$ cat src/pkg/adbk_pkg.sv
// Purpose: constants and types of the address break comparator
// Assumes: 32-bit APB data, one aligned word per register
// Notes: register offsets are byte addresses on the APB
//
// Contract
// - break request never gated by the CPU global interrupt mask
// - control bit 7 resets 1; when 0 block interrupts after return till one instruction
// - cycle select 00 fetch, 01 read, 10 write, 11 read or write; reset 00
// - address compare 000 all, 001 top 12, 010 top 8, 011 top 4 bits
// - data compare 00 off, 01 low byte, 10 high byte, 11 all 16 bits
// - lane: word odd in rom/ram/io16 uses low lane, all else upper
// - word access to 8-bit i/o is compared as two byte accesses
// - status bit 7 flag sets when type, address and data all match; reset 0
// - flag clears only by writing 0 after reading it as 1
// - status bit 6 is break interrupt enable, reset 0
// - status bits 5 to 0 always read as 1
// - break address is 16 bits read/write, reset all ones
// - break data high byte against upper bus byte, low against lower
// - break request high exactly while flag and enable are both 1
// - exception start only once the current instruction has completed
package adbk_pkg;
  // ==========================================================
  // register map
  localparam logic [7:0] ADR_CTRL = 8'h00;
  localparam logic [7:0] ADR_STAT = 8'h04;
  localparam logic [7:0] ADR_BADDR = 8'h08;
  localparam logic [7:0] ADR_BDATA = 8'h0c;
  localparam logic [7:0] ADR_EVT = 8'h10;
  localparam logic [7:0] ADR_EMASK = 8'h14;

  // ==========================================================
  // fields
  localparam int CTRL_UNMASK_BIT = 7;
  localparam int CSEL_HI = 6;
  localparam int CSEL_LO = 5;
  localparam int ACMP_HI = 4;
  localparam int ACMP_LO = 2;
  localparam int DCMP_HI = 1;
  localparam int DCMP_LO = 0;
  localparam int STAT_FLAG_BIT = 7;
  localparam int STAT_IE_BIT = 6;
  localparam int EVT_MATCH = 0;
  localparam int EVT_EXC = 1;
  localparam int EVT_W = 2;

  // ==========================================================
  // reset values
  localparam logic [7:0] CTRL_RST = 8'h80;
  localparam logic [5:0] STAT_RSVD = 6'h3f;
  localparam logic [15:0] BADDR_RST = 16'hffff;
  localparam logic [15:0] BDATA_RST = 16'h0000;

  // ==========================================================
  // encodings
  localparam logic [1:0] CSEL_FETCH = 2'h0;
  localparam logic [1:0] CSEL_READ = 2'h1;
  localparam logic [1:0] CSEL_WRITE = 2'h2;
  localparam logic [1:0] CSEL_RW = 2'h3;
  localparam logic [2:0] ACMP_16 = 3'h0;
  localparam logic [2:0] ACMP_12 = 3'h1;
  localparam logic [2:0] ACMP_8 = 3'h2;
  localparam logic [2:0] ACMP_4 = 3'h3;
  localparam logic [15:0] AMASK_16 = 16'hffff;
  localparam logic [15:0] AMASK_12 = 16'hfff0;
  localparam logic [15:0] AMASK_8 = 16'hff00;
  localparam logic [15:0] AMASK_4 = 16'hf000;
  localparam logic [1:0] DCMP_NONE = 2'h0;
  localparam logic [1:0] DCMP_LOW = 2'h1;
  localparam logic [1:0] DCMP_HIGH = 2'h2;
  localparam logic [1:0] DCMP_ALL = 2'h3;
  localparam logic [1:0] SPACE_ROM = 2'h0;
  localparam logic [1:0] SPACE_RAM = 2'h1;
  localparam logic [1:0] SPACE_IO8 = 2'h2;
  localparam logic [1:0] SPACE_IO16 = 2'h3;
  localparam logic [15:0] ODD_BIT = 16'h0001;

  typedef enum logic {ADBK_IDLE, ADBK_SECOND} adbk_state_t;
endpackage

$ cat src/design/adbk_top.sv
// Purpose: address break comparator watching the CPU internal buses
// Assumes: CPU monitor inputs are on MCLK; one valid pulse per bus cycle
// Notes: APB slave answers in the second access cycle
//
// Design decisions made here: the APB slave port and the register addresses.
`timescale 1ns/100ps
module adbk_top
  import adbk_pkg::*;
(
  // clock and reset
  input wire logic MCLK,
  input wire logic RST_N,
  // apb slave
  input wire logic PSEL,
  input wire logic PENABLE,
  input wire logic PWRITE,
  input wire logic [7:0] PADDR,
  input wire logic [31:0] PWDATA,
  output logic [31:0] PRDATA,
  output logic PREADY,
  output logic PSLVERR,
  // cpu bus monitor
  input wire logic CPU_CYC_VALID,
  input wire logic CPU_CYC_FETCH,
  input wire logic CPU_CYC_WRITE,
  input wire logic CPU_CYC_WORD,
  input wire logic [1:0] CPU_SPACE,
  input wire logic [15:0] CPU_ADDR,
  input wire logic [15:0] CPU_DATA,
  // cpu sequencing
  input wire logic CPU_INSN_END,
  input wire logic CPU_RTE_DONE,
  input wire logic CPU_BREAK_ACK,
  // requests to the cpu
  output logic BREAK_IRQ,
  output logic EXC_START,
  output logic IRQ_BLOCK,
  // system interrupt
  output logic EVT_IRQ
);

  // ==========================================================
  // apb handshake
  logic pready_r;
  logic pslverr_r;
  logic [31:0] prdata_r;
  logic [31:0] rdata;
  logic hit;
  logic access;
  logic done;
  logic wr_done;
  logic rd_done;

  assign access = PSEL & PENABLE & ~pready_r;
  assign done = PSEL & PENABLE & pready_r;
  assign wr_done = done & PWRITE;
  assign rd_done = done & ~PWRITE;

  // ==========================================================
  // register state
  logic [7:0] ctrl_r;
  logic flag_r;
  logic flag_nxt;
  logic ie_r;
  logic ie_nxt;
  logic arm_r;
  logic [15:0] baddr_r;
  logic [15:0] bdata_r;
  logic [EVT_W-1:0] evt_r;
  logic [EVT_W-1:0] evt_nxt;
  logic [EVT_W-1:0] emask_r;
  logic [EVT_W-1:0] emask_nxt;

  always_comb begin
    hit = 1'b1;
    rdata = 32'h0;
    case (PADDR)
      ADR_CTRL: rdata[7:0] = ctrl_r;
      ADR_STAT: rdata[7:0] = {flag_r, ie_r, STAT_RSVD};
      ADR_BADDR: rdata[15:0] = baddr_r;
      ADR_BDATA: rdata[15:0] = bdata_r;
      ADR_EVT: rdata[EVT_W-1:0] = evt_r;
      ADR_EMASK: rdata[EVT_W-1:0] = emask_r;
      default: hit = 1'b0;
    endcase
  end

  // read data is frozen at the first access cycle so it cannot slip under the master
  always_ff @(posedge MCLK or negedge RST_N) begin
    if (!RST_N) begin
      pready_r <= 1'b0;
      pslverr_r <= 1'b0;
      prdata_r <= 32'h0;
    end else begin
      pready_r <= access;
      pslverr_r <= access & ~hit;
      if (access) begin
        prdata_r <= PWRITE ? 32'h0 : rdata;
      end
    end
  end

  logic wr_ctrl;
  logic wr_stat;
  logic wr_baddr;
  logic wr_bdata;
  logic wr_evt;
  logic wr_emask;

  assign wr_ctrl = wr_done & (PADDR == ADR_CTRL);
  assign wr_stat = wr_done & (PADDR == ADR_STAT);
  assign wr_baddr = wr_done & (PADDR == ADR_BADDR);
  assign wr_bdata = wr_done & (PADDR == ADR_BDATA);
  assign wr_evt = wr_done & (PADDR == ADR_EVT);
  assign wr_emask = wr_done & (PADDR == ADR_EMASK);

  always_ff @(posedge MCLK or negedge RST_N) begin
    if (!RST_N) begin
      ctrl_r <= CTRL_RST;
    end else if (wr_ctrl) begin
      ctrl_r <= PWDATA[7:0];
    end
  end

  always_ff @(posedge MCLK or negedge RST_N) begin
    if (!RST_N) begin
      baddr_r <= BADDR_RST;
      bdata_r <= BDATA_RST;
    end else begin
      if (wr_baddr) begin
        baddr_r <= PWDATA[15:0];
      end
      if (wr_bdata) begin
        bdata_r <= PWDATA[15:0];
      end
    end
  end

  // ==========================================================
  // cycle candidate, with 8-bit i/o word split
  adbk_state_t state_r;
  logic [15:0] lat_addr_r;
  logic [7:0] lat_lo_r;
  logic lat_wr_r;
  logic split_go;
  logic c_valid;
  logic c_fetch;
  logic c_write;
  logic c_word;
  logic [15:0] c_addr;
  logic [15:0] c_data;

  // a word to 8-bit i/o is two byte accesses: even byte now, odd byte next cycle
  assign split_go = (state_r == ADBK_IDLE) & CPU_CYC_VALID & CPU_CYC_WORD & ~CPU_CYC_FETCH &
                    (CPU_SPACE == SPACE_IO8);

  always_ff @(posedge MCLK or negedge RST_N) begin
    if (!RST_N) begin
      state_r <= ADBK_IDLE;
      lat_addr_r <= 16'h0000;
      lat_lo_r <= 8'h00;
      lat_wr_r <= 1'b0;
    end else begin
      case (state_r)
        ADBK_IDLE: begin
          if (split_go) begin
            state_r <= ADBK_SECOND;
            lat_addr_r <= CPU_ADDR | ODD_BIT;
            lat_lo_r <= CPU_DATA[7:0];
            lat_wr_r <= CPU_CYC_WRITE;
          end
        end
        ADBK_SECOND: state_r <= ADBK_IDLE;
        default: state_r <= ADBK_IDLE;
      endcase
    end
  end

  // a bus cycle that lands on the second half is not looked at; the cpu bus is busy then
  always_comb begin
    c_valid = CPU_CYC_VALID;
    c_fetch = CPU_CYC_FETCH;
    c_write = CPU_CYC_WRITE;
    c_word = CPU_CYC_WORD & (CPU_SPACE != SPACE_IO8);
    c_addr = CPU_ADDR;
    c_data = CPU_DATA;
    if (state_r == ADBK_SECOND) begin
      c_valid = 1'b1;
      c_fetch = 1'b0;
      c_write = lat_wr_r; // direction qualifies only the valid cycle
      c_word = 1'b0;
      c_addr = lat_addr_r;
      c_data = {lat_lo_r, 8'h00}; // odd byte travels on the upper lane
    end
  end

  // ==========================================================
  // comparators
  logic type_ok;
  logic addr_ok;
  logic data_ok;
  logic upper_act;
  logic lower_act;
  logic eq_hi;
  logic eq_lo;
  logic [15:0] amask;
  logic match;

  always_comb begin
    case (ctrl_r[CSEL_HI:CSEL_LO])
      CSEL_FETCH: type_ok = c_fetch;
      CSEL_READ: type_ok = ~c_fetch & ~c_write;
      CSEL_WRITE: type_ok = ~c_fetch & c_write;
      CSEL_RW: type_ok = ~c_fetch;
      default: type_ok = 1'b0;
    endcase
  end

  // reserved compare codes fall back to the full address
  always_comb begin
    case (ctrl_r[ACMP_HI:ACMP_LO])
      ACMP_16: amask = AMASK_16;
      ACMP_12: amask = AMASK_12;
      ACMP_8: amask = AMASK_8;
      ACMP_4: amask = AMASK_4;
      default: amask = AMASK_16;
    endcase
  end

  assign addr_ok = ((c_addr ^ baddr_r) & amask) == 16'h0000;

  // odd word in rom/ram/io16 uses the low lane only; even word in rom/ram/io16 uses both lanes; everything else the upper lane
  assign lower_act = c_word;
  assign upper_act = ~(c_word & c_addr[0]);
  assign eq_hi = c_data[15:8] == bdata_r[15:8];
  assign eq_lo = c_data[7:0] == bdata_r[7:0];

  always_comb begin
    case (ctrl_r[DCMP_HI:DCMP_LO])
      DCMP_NONE: data_ok = 1'b1;
      DCMP_LOW: data_ok = lower_act & eq_lo;
      DCMP_HIGH: data_ok = upper_act & eq_hi;
      DCMP_ALL: data_ok = lower_act & upper_act & eq_lo & eq_hi;
      default: data_ok = 1'b0;
    endcase
  end

  // all three conditions are taken from one candidate cycle
  assign match = c_valid & type_ok & addr_ok & data_ok;

  // ==========================================================
  // break flag and enable
  logic flag_clr;

  assign flag_clr = wr_stat & ~PWDATA[STAT_FLAG_BIT] & arm_r;

  always_comb begin
    flag_nxt = flag_r;
    if (match) begin
      flag_nxt = 1'b1;
    end else if (flag_clr) begin
      flag_nxt = 1'b0;
    end
    ie_nxt = wr_stat ? PWDATA[STAT_IE_BIT] : ie_r;
  end

  always_ff @(posedge MCLK or negedge RST_N) begin
    if (!RST_N) begin
      flag_r <= 1'b0;
      ie_r <= 1'b0;
    end else begin
      flag_r <= flag_nxt;
      ie_r <= ie_nxt;
    end
  end

  // the arm is the read of a one; a clear write consumes it
  always_ff @(posedge MCLK or negedge RST_N) begin
    if (!RST_N) begin
      arm_r <= 1'b0;
    end else if (rd_done & (PADDR == ADR_STAT) & prdata_r[STAT_FLAG_BIT]) begin
      arm_r <= 1'b1;
    end else if (wr_stat & ~PWDATA[STAT_FLAG_BIT]) begin
      arm_r <= 1'b0;
    end
  end

  // ==========================================================
  // requests to the cpu
  logic break_irq_r;
  logic pend_r;
  logic exc_start_r;
  logic exc_start_nxt;
  logic block_r;
  logic ack_ok;

  // built from next values so the output tracks flag and enable cycle for cycle;
  // no cpu mask input exists here, so the cpu mask can never hide it
  always_ff @(posedge MCLK or negedge RST_N) begin
    if (!RST_N) begin
      break_irq_r <= 1'b0;
    end else begin
      break_irq_r <= flag_nxt & ie_nxt;
    end
  end

  assign ack_ok = CPU_BREAK_ACK & break_irq_r;
  assign exc_start_nxt = (pend_r | ack_ok) & CPU_INSN_END;

  always_ff @(posedge MCLK or negedge RST_N) begin
    if (!RST_N) begin
      pend_r <= 1'b0;
      exc_start_r <= 1'b0;
    end else begin
      exc_start_r <= exc_start_nxt;
      if (CPU_INSN_END) begin
        pend_r <= 1'b0;
      end else if (ack_ok) begin
        pend_r <= 1'b1;
      end
    end
  end

  // the return itself may end in the same cycle; only a later instruction lifts the block
  always_ff @(posedge MCLK or negedge RST_N) begin
    if (!RST_N) begin
      block_r <= 1'b0;
    end else if (CPU_RTE_DONE & ~ctrl_r[CTRL_UNMASK_BIT]) begin
      block_r <= 1'b1;
    end else if (CPU_INSN_END) begin
      block_r <= 1'b0;
    end
  end

  // ==========================================================
  // system event status, write one to clear, set wins
  logic evt_irq_r;
  logic [EVT_W-1:0] evt_set;

  always_comb begin
    evt_set = '0;
    evt_set[EVT_MATCH] = match;
    evt_set[EVT_EXC] = exc_start_nxt;
    evt_nxt = evt_r;
    if (wr_evt) begin
      evt_nxt = evt_r & ~PWDATA[EVT_W-1:0];
    end
    evt_nxt = evt_nxt | evt_set;
    emask_nxt = wr_emask ? PWDATA[EVT_W-1:0] : emask_r;
  end

  always_ff @(posedge MCLK or negedge RST_N) begin
    if (!RST_N) begin
      evt_r <= '0;
      emask_r <= '0;
      evt_irq_r <= 1'b0;
    end else begin
      evt_r <= evt_nxt;
      emask_r <= emask_nxt;
      evt_irq_r <= |(evt_nxt & emask_nxt);
    end
  end

  // ==========================================================
  // outputs
  assign PRDATA = prdata_r;
  assign PREADY = pready_r;
  assign PSLVERR = pslverr_r;
  assign BREAK_IRQ = break_irq_r;
  assign EXC_START = exc_start_r;
  assign IRQ_BLOCK = block_r;
  assign EVT_IRQ = evt_irq_r;

endmodule

$ cat config.mk
export PLATFORM = sky130hd
export DESIGN_NAME = adbk_top
export DESIGN_NICKNAME = d
export VERILOG_FILES = /design/src/pkg/adbk_pkg.sv /design/src/design/adbk_top.sv
export SDC_FILE = /design/constraint.sdc
export NUM_CORES = 1
export LEC_CHECK = 0
export ABC_AREA = 0
export BUFFER_PORTS_ARGS = -buffer_cell sky130_fd_sc_hd__buf_2
export CORE_UTILIZATION = 54
export CTS_CLUSTER_SIZE = 10
export DETAILED_ROUTE_END_ITERATION = 10
export PLACE_DENSITY_LB_ADDON = 0.15
export SLEW_MARGIN = 40
export SYNTH_ARGS = -nofsm -noshare
export SYNTH_HDL_FRONTEND = slang
export SYNTH_SLANG_ARGS = --single-unit
$ cat constraint.sdc
create_clock -name MCLK -period 2.3 [get_ports MCLK]
set_input_delay 0 -clock MCLK [delete_from_list [all_inputs] [get_ports MCLK]]
set_output_delay 0 -clock MCLK [all_outputs]
set_load 0.01 [all_outputs]
Word level (Yosys, flattened, before mapping) --
Cells that the tools add are included.
Operators by class: eq/ne operators 18, multiplexer cells 27, bitwise logic cells 53, reduce and logical (&&, ||, !) cells 10
Operators with widths (number):
- $mux W16 | 3
- $and A1 B1 Y1 | 36
- $pmux W12 S3 | 1
- $pmux W6 S4 | 1
- $and A16 B16 Y16 | 1
- $eq A8 B4 Y1 const B | 2
- $eq A8 B5 Y1 const B | 2
- $eq A8 B8 Y1 | 2
- $logic_not A16 Y1 | 1
- $pmux W8 S2 | 1
- $xor A16 B16 Y16 | 1
- $mux W1 | 15
- $pmux W2 S6 | 1
- $eq A2 B2 Y1 const B | 5
- $not A1 Y1 | 10
- $eq A8 B3 Y1 const B | 1
- $logic_not A8 Y1 | 1
- $pmux W1 S4 | 2
- $eq A3 B2 Y1 const B | 2
- $reduce_bool A2 Y1 | 3
- $reduce_or A6 Y1 | 1
- $and A2 B2 Y2 | 2
- $eq A2 B1 Y1 const B | 2
- $logic_not A2 Y1 | 2
- other kinds (9) | 10
Storage, ports and cells: register bits 112, input port bits 86, output and inout port bits 38, word-level logic and storage cells 128

Logic depth before layout (Yosys ltp) --
Gate-level depths: netlist (run 1).
word-level depth 13, depth in mapped cells 8, gate-level depth less buffers 8

Worst setup path after synthesis (run 1) --
OpenSTA, ideal clock, no wires.
path type register to register, start register state_r, end register lat_addr_r[15], setup time 127 ps, arrival 1667 ps, data required time 2173 ps, slack 506 ps, cell stages (with the launch flop) 6, path buffers 2, period minus slack after synthesis 1794 ps, path through dfrtp_1 > nand2b_1 > or4b_1 > clkbuf_1 > buf_1 > mux2_1
On the way: cells in the longest elaborated chain, start to end 6
Ends and longest elaborated chain:
- from (decl) | line adbk_top.sv:141 | adbk_state_t state_r;
- from (signal assigned) | line adbk_top.sv:159 | state_r <= ADBK_IDLE;
- from (signal assigned) | line adbk_top.sv:167 | state_r <= ADBK_SECOND;
- from (signal assigned) | line adbk_top.sv:173 | ADBK_SECOND: state_r <= ADBK_IDLE;
- $not A1 Y1 (no source line) *
- $and A1 B1 Y1 (4 in series) | line adbk_top.sv:154 | assign split_go = (state_r == ADBK_IDLE) & CPU_CYC_VALID & CPU_CYC_WORD & ~CPU_CYC_FETCH &
- $reduce_and A2 Y1 (no source line) *
- to (signal assigned) | line adbk_top.sv:168 | lat_addr_r <= CPU_ADDR | ODD_BIT;
- to (decl) | line adbk_top.sv:142 | logic [15:0] lat_addr_r;
Mark *: on every way between the ends. The rest lies on a longest branch, timed or not. A chain may end at the register's enable or synchronous reset.

Final worst setup path (run 1) --
start register state_r, end register break_irq_r, in the netlist BREAK_IRQ
On the way: cells in the longest elaborated chain, start to end 10, elaborated cells on any way between the ends 29, those cells by class 2 x eq/ne; 9 x mux; 17 x bitwise; 1 x reduce/logical
Ends and longest elaborated chain:
- $mux W1 or $mux W16 (tied branches) | line adbk_top.sv:187 | if (state_r == ADBK_SECOND) begin
- $and A1 B1 Y1 | line adbk_top.sv:234 | assign upper_act = ~(c_word & c_addr[0]);
- $not A1 Y1 | line adbk_top.sv:234
- $and A1 B1 Y1 (3 in series) | line adbk_top.sv:243 | DCMP_ALL: data_ok = lower_act & upper_act & eq_lo & eq_hi;
- $pmux W1 S4 | line adbk_top.sv:239 | case (ctrl_r[DCMP_HI:DCMP_LO])
- $and A1 B1 Y1 * | line adbk_top.sv:249 | assign match = c_valid & type_ok & addr_ok & data_ok;
- $mux W1 * | line adbk_top.sv:259 | if (match) begin
- $and A1 B1 Y1 * | line adbk_top.sv:303 | break_irq_r <= flag_nxt & ie_nxt;
- to (signal assigned) | line adbk_top.sv:303
- to (decl) | line adbk_top.sv:290 | logic break_irq_r;
Marks and branches as above.

==> results of run 1 <==
layout make-up:
| type | count | area [sq um] |
|---|---|---|
| fill | 657 | 2580 |
| sequential | 96 | 2420 |
| multi-input combinational | 301 | 2340 |
| timing repair buffer | 151 | 1060 |
| tap | 108 | 135 |
| clock buffer | 10 | 128 |
| clock inverter | 6 | 67.6 |
| inverter | 17 | 63.8 |
state kept, by name (all words and copies together) (netlist names), 2 cells and up:
name	flops
emask_r	2
PRDATA	16
evt_r	2
ctrl_r	8
lat_addr_r	16
baddr_r	16
bdata_r	16
lat_lo_r	8
logic make-up after synthesis:
logic type,Yosys count,synth area share
multiplexers,98,0.219
flip-flops,96,0.488
AND/OR/NAND/NOR,89,0.0922
AO/OA/AOI/OAI,68,0.0920
buffers and inverters,48,0.0527
XOR/XNOR,27,0.0476
adder cells (fa/ha/maj),3,0.00756
other,1,0.000755
final timing paths:
| path | from | end | slack (ps) | depth (start not counted) |
|---|---|---|---|---|
| max | state_r | BREAK_IRQ | 150 | 8 |
| min | PADDR[3] | PSLVERR | 20 | 3 |
| max reg2reg | state_r | BREAK_IRQ | 150 | 8 |
| min reg2reg | lat_addr_r[0] | lat_addr_r[0] | 470 | 1 |
| min in group asynchronous | RST_N | PRDATA[14] | 180 | 2 |
| max in group asynchronous | RST_N | baddr_r[9] | 1340 | 3 |
worst max-delay path, delay by kind of cell, from the launching register on:
family / cells / cell delay, ps
compound gates: 2 / 550
simple gates: 2 / 320
flops: 1 / 450
mux: 1 / 290
xor+xnor: 1 / 100
buf+inv: 2 / 380
repair_timing:
action / CTS / global route
resized for setup: 0 / 1
endpoints found under the hold margin: 114 / 0
endpoints found under the setup margin: 0 / 1
setup buffers: 0 / 0
hold buffers: 46 / 0
Yosys cell counts, drive strengths merged (2+ instances only):
cell / number / area share
dfrtp: 79 / 0.40
mux2: 65 / 0.15
nand2: 39 / 0.029
mux2i: 31 / 0.063
buf: 25 / 0.035
o21ai: 24 / 0.024
xnor2: 23 / 0.041
dfstp: 17 / 0.090
inv: 17 / 0.013
a21oi: 10 / 0.010
nand2b: 10 / 0.013
nor2: 10 / 0.0076
clkbuf: 6 / 0.0045
o221ai: 6 / 0.011
nor3: 5 / 0.0060
nand3: 4 / 0.0040
o41ai: 4 / 0.0086
xor2: 4 / 0.0071
a211oi: 3 / 0.0045
a221oi: 3 / 0.0053
a31oi: 3 / 0.0038
and2: 3 / 0.0038
ha: 3 / 0.0076
nand4: 3 / 0.0038
nor2b: 3 / 0.0038
o31ai: 3 / 0.0045
a21boi: 2 / 0.0030
and3: 2 / 0.0025
mux4: 2 / 0.0091
nand3b: 2 / 0.0030
nor4b: 2 / 0.0048
o2111a: 2 / 0.0045
o211ai: 2 / 0.0030
where the power goes:
part	switching, uW	internal, uW	total, uW
Sequential	58.8	1790	1850
Clock	595	507	1100
Combinational	205	217	422
Total	859	2520	3380
through the flow:
step	worst slack (ps)	utilization
after floorplan	506	-
final	154	0.707
after global routing	0.813	0.707
after CTS	185	0.706
after global placement	246	0.631
after detailed placement	206	0.631
routing by layer:
metal / wire [um] / vias to the layer above / GRT usage
met1: 5510 / 1817 / 0.362
li1: - / 1789 / -
met3: 570 / 21 / 0.0451
met4: 231 / 0 / 0.105
met2: 5590 / 127 / 0.433
met5: 0 / - / 0
==> key figures, run 1 <==
Critical path
  • Worst setup EP type: flip-flop
  • Crit path cell chain: buf_12 -> mux2i_1 -> xnor2_1 -> o41ai_1 -> buf_4 -> and3_1 -> nand4b_1 -> a21boi_1
  • Crit Path Class: flip-flop to flip-flop
  • CP Launch Type: flip-flop
  • Crit path required time: 2600 ps
  • Crit path DAT: 2440 ps
  • Critical path's slowest cell: dfrtp_1
  • CP max FO: 16
  • Max incr delay on CP: 450 ps

Final layout
  • Ant. Diodes: 0
  • Most frequent cells in the layout: buf_2 (90), dfrtp_1 (79), dlygate4sd3_1 (46)
  • Non-filler cells, final: 689
  • Commonest non-fill, non-tap cell in the layout: buf_2
  • Cell area after layout: 0.00622 sq mm
  • Layout cells sized above 1: 0.298
  • Area grow syn2layout: 25.4%
  • Nets: 665

Floorplan
  • Die X: 97.9 um
  • Cell row count: 34
  • Die area: 0.00958 sq mm
  • Starting density of the core: 0.564
  • Core footprint: 0.00881 sq mm
  • I/O pins: 124
  • Die height: 97.9 um

Yosys
  • Mean post-synth cell area: 11.5 sq um
  • Gate Count Post-Synth: 430
  • Count of unique library cells instantiated by Yosys: 56
  • Post-synthesis sequential area ratio: 0.488
  • Top_reg_cell synth: dfrtp_1
  • Synthesized area: 0.00496 sq mm
  • Synth Warn #: 0
  • Yosys reg bits: 96
  • Ys async rst share: 1.00
  • Post-synth EDFFs: 0

Route
  • Remaining DRCs: 9
  • First-pass DRT Iterations: 8
  • Vias: 3754
  • WL/cell: 17.3 um
  • Iter 0 DRT Violations: 122
  • Post-route ant nets: 0
  • Mean number of vias per cell: 5.45
  • WL final: 11900 um

Global route
  • First-pass GRT wire length: 19600 um
  • Total GRT Usage: 0.268
  • Initial antenna violation count: 0
  • Largest net degree at the start of global routing: 52
  • Grt ovf: 0
  • Number of global-route vias before repair: 3873

Power
  • Pleak: 0.00292 uW
  • Power Dens Cells: 543 mW/mm^2
  • Worst vdd ir: 0.418 mV
  • Overall power: 3380 uW

Hold path
  • Hold Path Class: input port to flip-flop

Timing
  • Clock skew: 11.6 ps
  • RSZ-0062 raised after global routing: false
  • Rel. slew slack: 0.572
  • Slew Limit Fails: 0
  • Crit share post-route: 0.933
  • Final Hold Vio Count: 0
  • F_max: 466 MHz
  • Final hold slack: 22.7 ps
  • Final Critical Period: 2150 ps
  • TNS Setup: 0 ps
  • Finish-stage setup viols: 0
  • Actual slew at the worst max-slew pin: 642 ps

Flow run
  • Maxcap violations: 0

Clock tree
  • Reg clk slew, reported paths: 90 ps
  • Clock sinks: 96
  • Root Buffer: clkbuf_8
  • Clock insertion delay at the later pin of the skew report: 370 ps
  • Clock tree buffer depth: 2
  • TritonCTS clock tree: yes
  • H-tree depth: 3
  • CTS Buf Count: 9

Place
  • Dpl hpwl: 8460 um
  • PortBufs: 91
  • Placed inst area: 0.00556 sq mm
  • Placed Cells: 627
  • Routability cong.: 0.844

Outcome
  • Status: complete, but fails checks
  • Failing checks: design-rule violations
No activity file was read; power rests on OpenSTA's default activity.
==> run 2: changes to the inputs <==
Settings changed: CELL_PAD_IN_SITES_DETAIL_PLACEMENT set to 0, CELL_PAD_IN_SITES_GLOBAL_PLACEMENT set to 1, CORE_UTILIZATION 54 to 42.
==> key figures, run 2 (synthesized netlist as in run 1, its figures left out) <==
Floorplan
  • Die height: 111 um (+13%)
  • Starting density of the core: 0.433 (-0.131)
  • Core footprint: 0.0115 sq mm (+30%)
  • I/O pins: 124 (unchanged)
  • Cell row count: 39 (+15%)
  • Die X: 111 um (+13%)
  • Die area: 0.0123 sq mm (+28%)

Power
  • Power Dens Cells: 592 mW/mm^2 (+9.1%)
  • Pleak: 0.00296 uW (+1.3%)
  • Worst vdd ir: 0.319 mV (-24%)

Critical path
  • Worst setup EP type: flip-flop
  • Crit path max-delay family: simple AND/OR/NAND/NOR gates
  • Crit path cell chain: buf_12 -> mux2i_1 -> xnor2_1 -> nor4_1 -> a31oi_1 -> nand4b_1 -> a21boi_1
  • CP Launch Type: flip-flop
  • Max incr delay on CP: 430 ps (-20 ps)
  • Critical path's slowest cell: dfrtp_1
  • Crit path required time: 2570 ps (-30 ps)
  • Crit Path Class: flip-flop to flip-flop
  • WP buf/inv: 1 (-1)
  • Crit path DAT: 2390 ps (-50 ps)
  • CP max FO: 18 (+2)

Route
  • Post-route ant nets: 0 (unchanged)
  • Vias: 3677 (-2.1%)
  • First-pass DRT Iterations: 4 (-4)
  • Remaining DRCs: 0 (-9)
  • WL final: 12000 um (+0.68%)
  • Iter 0 DRT Violations: 240 (+97%)
  • Mean number of vias per cell: 5.11 (-6.1%)
  • WL/cell: 16.7 um (-3.5%)

Timing
  • Crit share post-route: 0.918 (-0.0151)
  • TNS Setup: 0 ps (unchanged)
  • Finish-stage setup viols: 0 (unchanged)
  • Slew Limit Fails: 0 (unchanged)
  • Setup WS post-layout: 189 ps (+34.8 ps)
  • Rel. slew slack: 0.636 (+0.0639)
  • RSZ-0062 raised after global routing: false
  • Actual slew at the worst max-slew pin: 546 ps (-95.9 ps)
  • Final Critical Period: 2110 ps (-34.8 ps)
  • Final hold slack: 36.3 ps (+13.6 ps)
  • F_max: 474 MHz (+1.6%)
  • Final Hold Vio Count: 0 (unchanged)
  • Clock skew: 3.61 ps (-7.97 ps)

Place
  • Placed Cells: 658 (+4.9%)
  • Dpl hpwl: 8890 um (+5.1%)
  • Pre-CTS setup slack: 148 ps (-57.6 ps)
  • Routability cong.: 0.813 (-3.7%)
  • PortBufs: 91 (unchanged)

Global route
  • Largest net degree at the start of global routing: 58 (+12%)
  • Grt ovf: 0 (unchanged)
  • Number of global-route vias before repair: 3566 (-7.9%)
  • Initial antenna violation count: 0 (unchanged)
  • Total GRT Usage: 0.206 (-0.0621)
  • First-pass GRT wire length: 19300 um (-1.4%)

Final layout
  • Commonest non-fill, non-tap cell in the layout: buf_2
  • Final Util: 0.553 (-0.154)
  • Layout cells sized above 1: 0.295 (-0.00262)
  • Fill cell count: 1042 (+59%)
  • Ant. Diodes: 0 (unchanged)
  • Most frequent cells in the layout: buf_2 (90), dfrtp_1 (79), dlygate4sd3_1 (46)
  • Nets: 661 (-0.60%)
  • Non-filler cells, final: 719 (+4.4%)
  • Area grow syn2layout: 27.7%

Clock tree
  • Clock tree buffer depth: 2 (unchanged)
  • Clock insertion delay at the later pin of the skew report: 340 ps (-30 ps)
  • H-tree depth: 3 (unchanged)
  • Post-CTS Setup Bufs: 0 (unchanged)
  • CTS Buf Count: 9 (unchanged)
  • Root Buffer: clkbuf_16
  • TritonCTS clock tree: yes
  • Reg clk slew, reported paths: 60 ps (-30 ps)
  • Clock sinks: 96 (unchanged)

Outcome
  • Status: complete, no violations

Hold path
  • Hold Path Class: input port to flip-flop

Flow run
  • Maxcap violations: 0 (unchanged)
## run 2: repair_timing
action / CTS / global route
hold buffers: 46 / 0
hold endpoints to repair: 119 / 0
setup endpoints to repair: 0 / 2
gates resized for setup: 0 / 2
## run 2: final cells by class
class,count,area (sq um),area share
sequential,96,2420,0.382
multi-input combinational,301,2350,0.371
timing repair buffer,147,1030,0.163
clock buffer,11,243,0.0383
tap,143,179,0.0282
inverter,17,63.8,0.0101
clock inverter,4,45.0,0.00711
## run 2: per-layer routing
metal | track usage | vias to the layer above | routed length, um
li1 | - | 1784 | -
met1 | 0.296 | 1766 | 5840
met2 | 0.311 | 114 | 5330
met3 | 0.0344 | 13 | 612
met4 | 0.0756 | 0 | 202
met5 | 0 | - | 0
## run 2: worst paths after layout
check / from / end / slack [ps] / cells past startpoint
worst max register to register: state_r / BREAK_IRQ / 190 / 7
worst max-delay path: state_r / BREAK_IRQ / 190 / 7
min in group asynchronous: RST_N / lat_addr_r[12] / 180 / 2
max in group asynchronous: RST_N / baddr_r[12] / 1460 / 3
worst min register to register: lat_addr_r[0] / lat_addr_r[0] / 470 / 1
worst min-delay path: CPU_BREAK_ACK / EXC_START / 40 / 3
## run 2: where the power goes
group	switching [uW]	leakage (uW)	internal (uW)
Clock	623	0.000145	861
Combinational	202	0.00158	215
Sequential	55.6	0.00123	1800
## run 2: metrics by stage
step | instance area [sq um] | power (uW)
detailed placement | 5570 | 2240
global placement | 5570 | 2230
floorplan | 5020 | 2090
global route | 6340 | 3910
CTS | 6320 | 3800
finish | 6340 | 3750
## run 2: tightest hold or removal path, stage by stage
cell,delay (ps)
buf_2,70
a21oi_1,70
nor2b_1,180
==> run 3: changes to the inputs <==
Settings changed: CAP_MARGIN set to 5, CTS_BUF_LIST set to sky130_fd_sc_hd__clkbuf_16.
==> key figures, run 3 (synthesized netlist as in run 1, its figures left out) <==
Outcome
  • Status: complete, no violations

Global route
  • First-pass GRT wire length: 19400 um (+0.18%)
  • Total GRT Usage: 0.206 (+0.000214)
  • Largest net degree at the start of global routing: 58 (unchanged)
  • Initial antenna violation count: 0 (unchanged)
  • Number of global-route vias before repair: 3588 (+0.62%)
  • Grt ovf: 0 (unchanged)

Route
  • Post-route ant nets: 0 (unchanged)
  • Iter 0 DRT Violations: 264 (+10%)
  • Met2 wire len: 5370 um (+0.69%)
  • Met3 WL: 631 um (+3.1%)
  • First-pass DRT Iterations: 4 (unchanged)
  • Vias: 3671 (-0.16%)
  • WL/cell: 16.7 um (about the same)
  • M1 WL: 5870 um (+0.55%)
  • Top Metal Used: met4
  • WL final: 12000 um (about the same)
  • Mean number of vias per cell: 5.11 (-0.16%)
  • Remaining DRCs: 0 (unchanged)

Clock tree
  • Clock sinks: 96 (unchanged)
  • TritonCTS clock tree: yes
  • H-tree depth: 3 (unchanged)
  • Post-CTS Setup Bufs: 0 (unchanged)
  • CTS Buf Count: 9 (unchanged)
  • Clock insertion delay at the later pin of the skew report: 340 ps (about the same)
  • Clock tree buffer depth: 2 (unchanged)
  • Reg clk slew, reported paths: 60 ps (about the same)
  • Root Buffer: clkbuf_16

Timing
  • Setup WS post-layout: 196 ps (+7.68 ps)
  • F_max: 475 MHz (+0.36%)
  • TNS Setup: 0 ps (unchanged)
  • Finish-stage setup viols: 0 (unchanged)
  • Rel. slew slack: 0.637 (+0.00154)
  • Final Hold Vio Count: 0 (unchanged)
  • Actual slew at the worst max-slew pin: 544 ps (-2.31 ps)
  • Slew Limit Fails: 0 (unchanged)
  • Crit share post-route: 0.915 (-0.00334)
  • Clock skew: 3.77 ps (+0.168 ps)
  • Final hold slack: 24.6 ps (-11.7 ps)
  • RSZ-0062 raised after global routing: false
  • Final Critical Period: 2100 ps (-7.68 ps)

Final layout
  • Most frequent cells in the layout: buf_2 (90), dfrtp_1 (79), dlygate4sd3_1 (46)
  • Area of the multi-input gates: 0.00235 sq mm (unchanged)
  • Fill cell count: 1041 (-0.096%)
  • FF/Latch Area: 0.00242 sq mm (unchanged)
  • Ant. Diodes: 0 (unchanged)
  • Area grow syn2layout: 27.5%
  • Commonest non-fill, non-tap cell in the layout: buf_2
  • Layout cells sized above 1: 0.293 (-0.00174)
  • Nets: 661 (unchanged)

Floorplan
  • Die area: 0.0123 sq mm (unchanged)
  • I/O pins: 124 (unchanged)
  • Cell row count: 39 (unchanged)
  • Core footprint: 0.0115 sq mm (unchanged)
  • Die X: 111 um (unchanged)
  • Die height: 111 um (unchanged)
  • Starting density of the core: 0.433 (unchanged)

Critical path
  • CP Launch Type: flip-flop
  • Worst setup EP type: flip-flop
  • R2r startpoint: state_r
  • Crit Path Class: flip-flop to flip-flop
  • Crit path DAT: 2380 ps (about the same)
  • CP max FO: 18 (unchanged)
  • CP Launch Point: state_r
  • Crit path required time: 2570 ps (about the same)

Power
  • Worst vdd ir: 0.324 mV (+1.6%)
  • Overall power: 3720 uW (-1.0%)
  • Power Dens Cells: 587 mW/mm^2 (-0.86%)
  • Pleak: 0.00296 uW (about the same)

Place
  • Routability cong.: 0.813 (unchanged)
  • Pre-CTS setup slack: 148 ps (unchanged)
  • Dpl hpwl: 8890 um (unchanged)
  • PortBufs: 91 (unchanged)

Flow run
  • Maxcap violations: 0 (unchanged)

Hold path
  • Min-delay src: CPU_BREAK_ACK
  • Hold Path Class: input port to flip-flop
-- run 3: critical path: stages (launching register included) --
cell and delay [ps]:
dfrtp_1 430, buf_12 200, mux2i_1 230, xnor2_1 100, nor4_1 380, a31oi_1 210
nand4b_1 300, a21boi_1 170
-- run 3: routing by layer --
layer	vias to the layer above	GRT usage
met1	1773	0.297
li1	1785	-
met2	105	0.313
met5	-	0
met4	0	0.0542
met3	8	0.0459
-- run 3: what timing repair did --
item,4_1_cts,5_1_grt
hold buffers,46,0
setup endpoints to repair,0,2
gates resized for setup,0,2
endpoints found under the hold margin,119,0
-- run 3: layout make-up --
| cell class | instances | share of cell area |
|---|---|---|
| Tap cell | 143 | 0.0283 |
| Inverter | 17 | 0.0101 |
| Clock inverter | 6 | 0.00830 |
| Sequential cell | 96 | 0.383 |
| Multi-Input combinational cell | 301 | 0.371 |
| Timing Repair Buffer | 147 | 0.164 |
| Clock buffer | 9 | 0.0356 |
-- run 3: worst paths after layout --
path	cells after the start	slack [ps]	to
max	7	200	BREAK_IRQ
min	3	20	EXC_START
max reg2reg	7	200	BREAK_IRQ
min reg2reg	1	470	lat_addr_r[0]
max in group asynchronous	3	1460	baddr_r[12]
min in group asynchronous	2	180	lat_addr_r[12]
-- run 3: where the power goes --
| group | internal [uW] | switching, uW |
|---|---|---|
| Combinational | 215 | 202 |
| Sequential | 1800 | 56.1 |
| Clock | 823 | 623 |
| Total | 2840 | 880 |
-- run 3: metrics by stage --
step                instances  area (sq um)  utilization
detailed placement        658          5570        0.486
finish                    719          6330        0.552
floorplan                 445          5020            -
global route              719          6330        0.552
global placement          658          5570        0.486
CTS                       719          6310        0.550
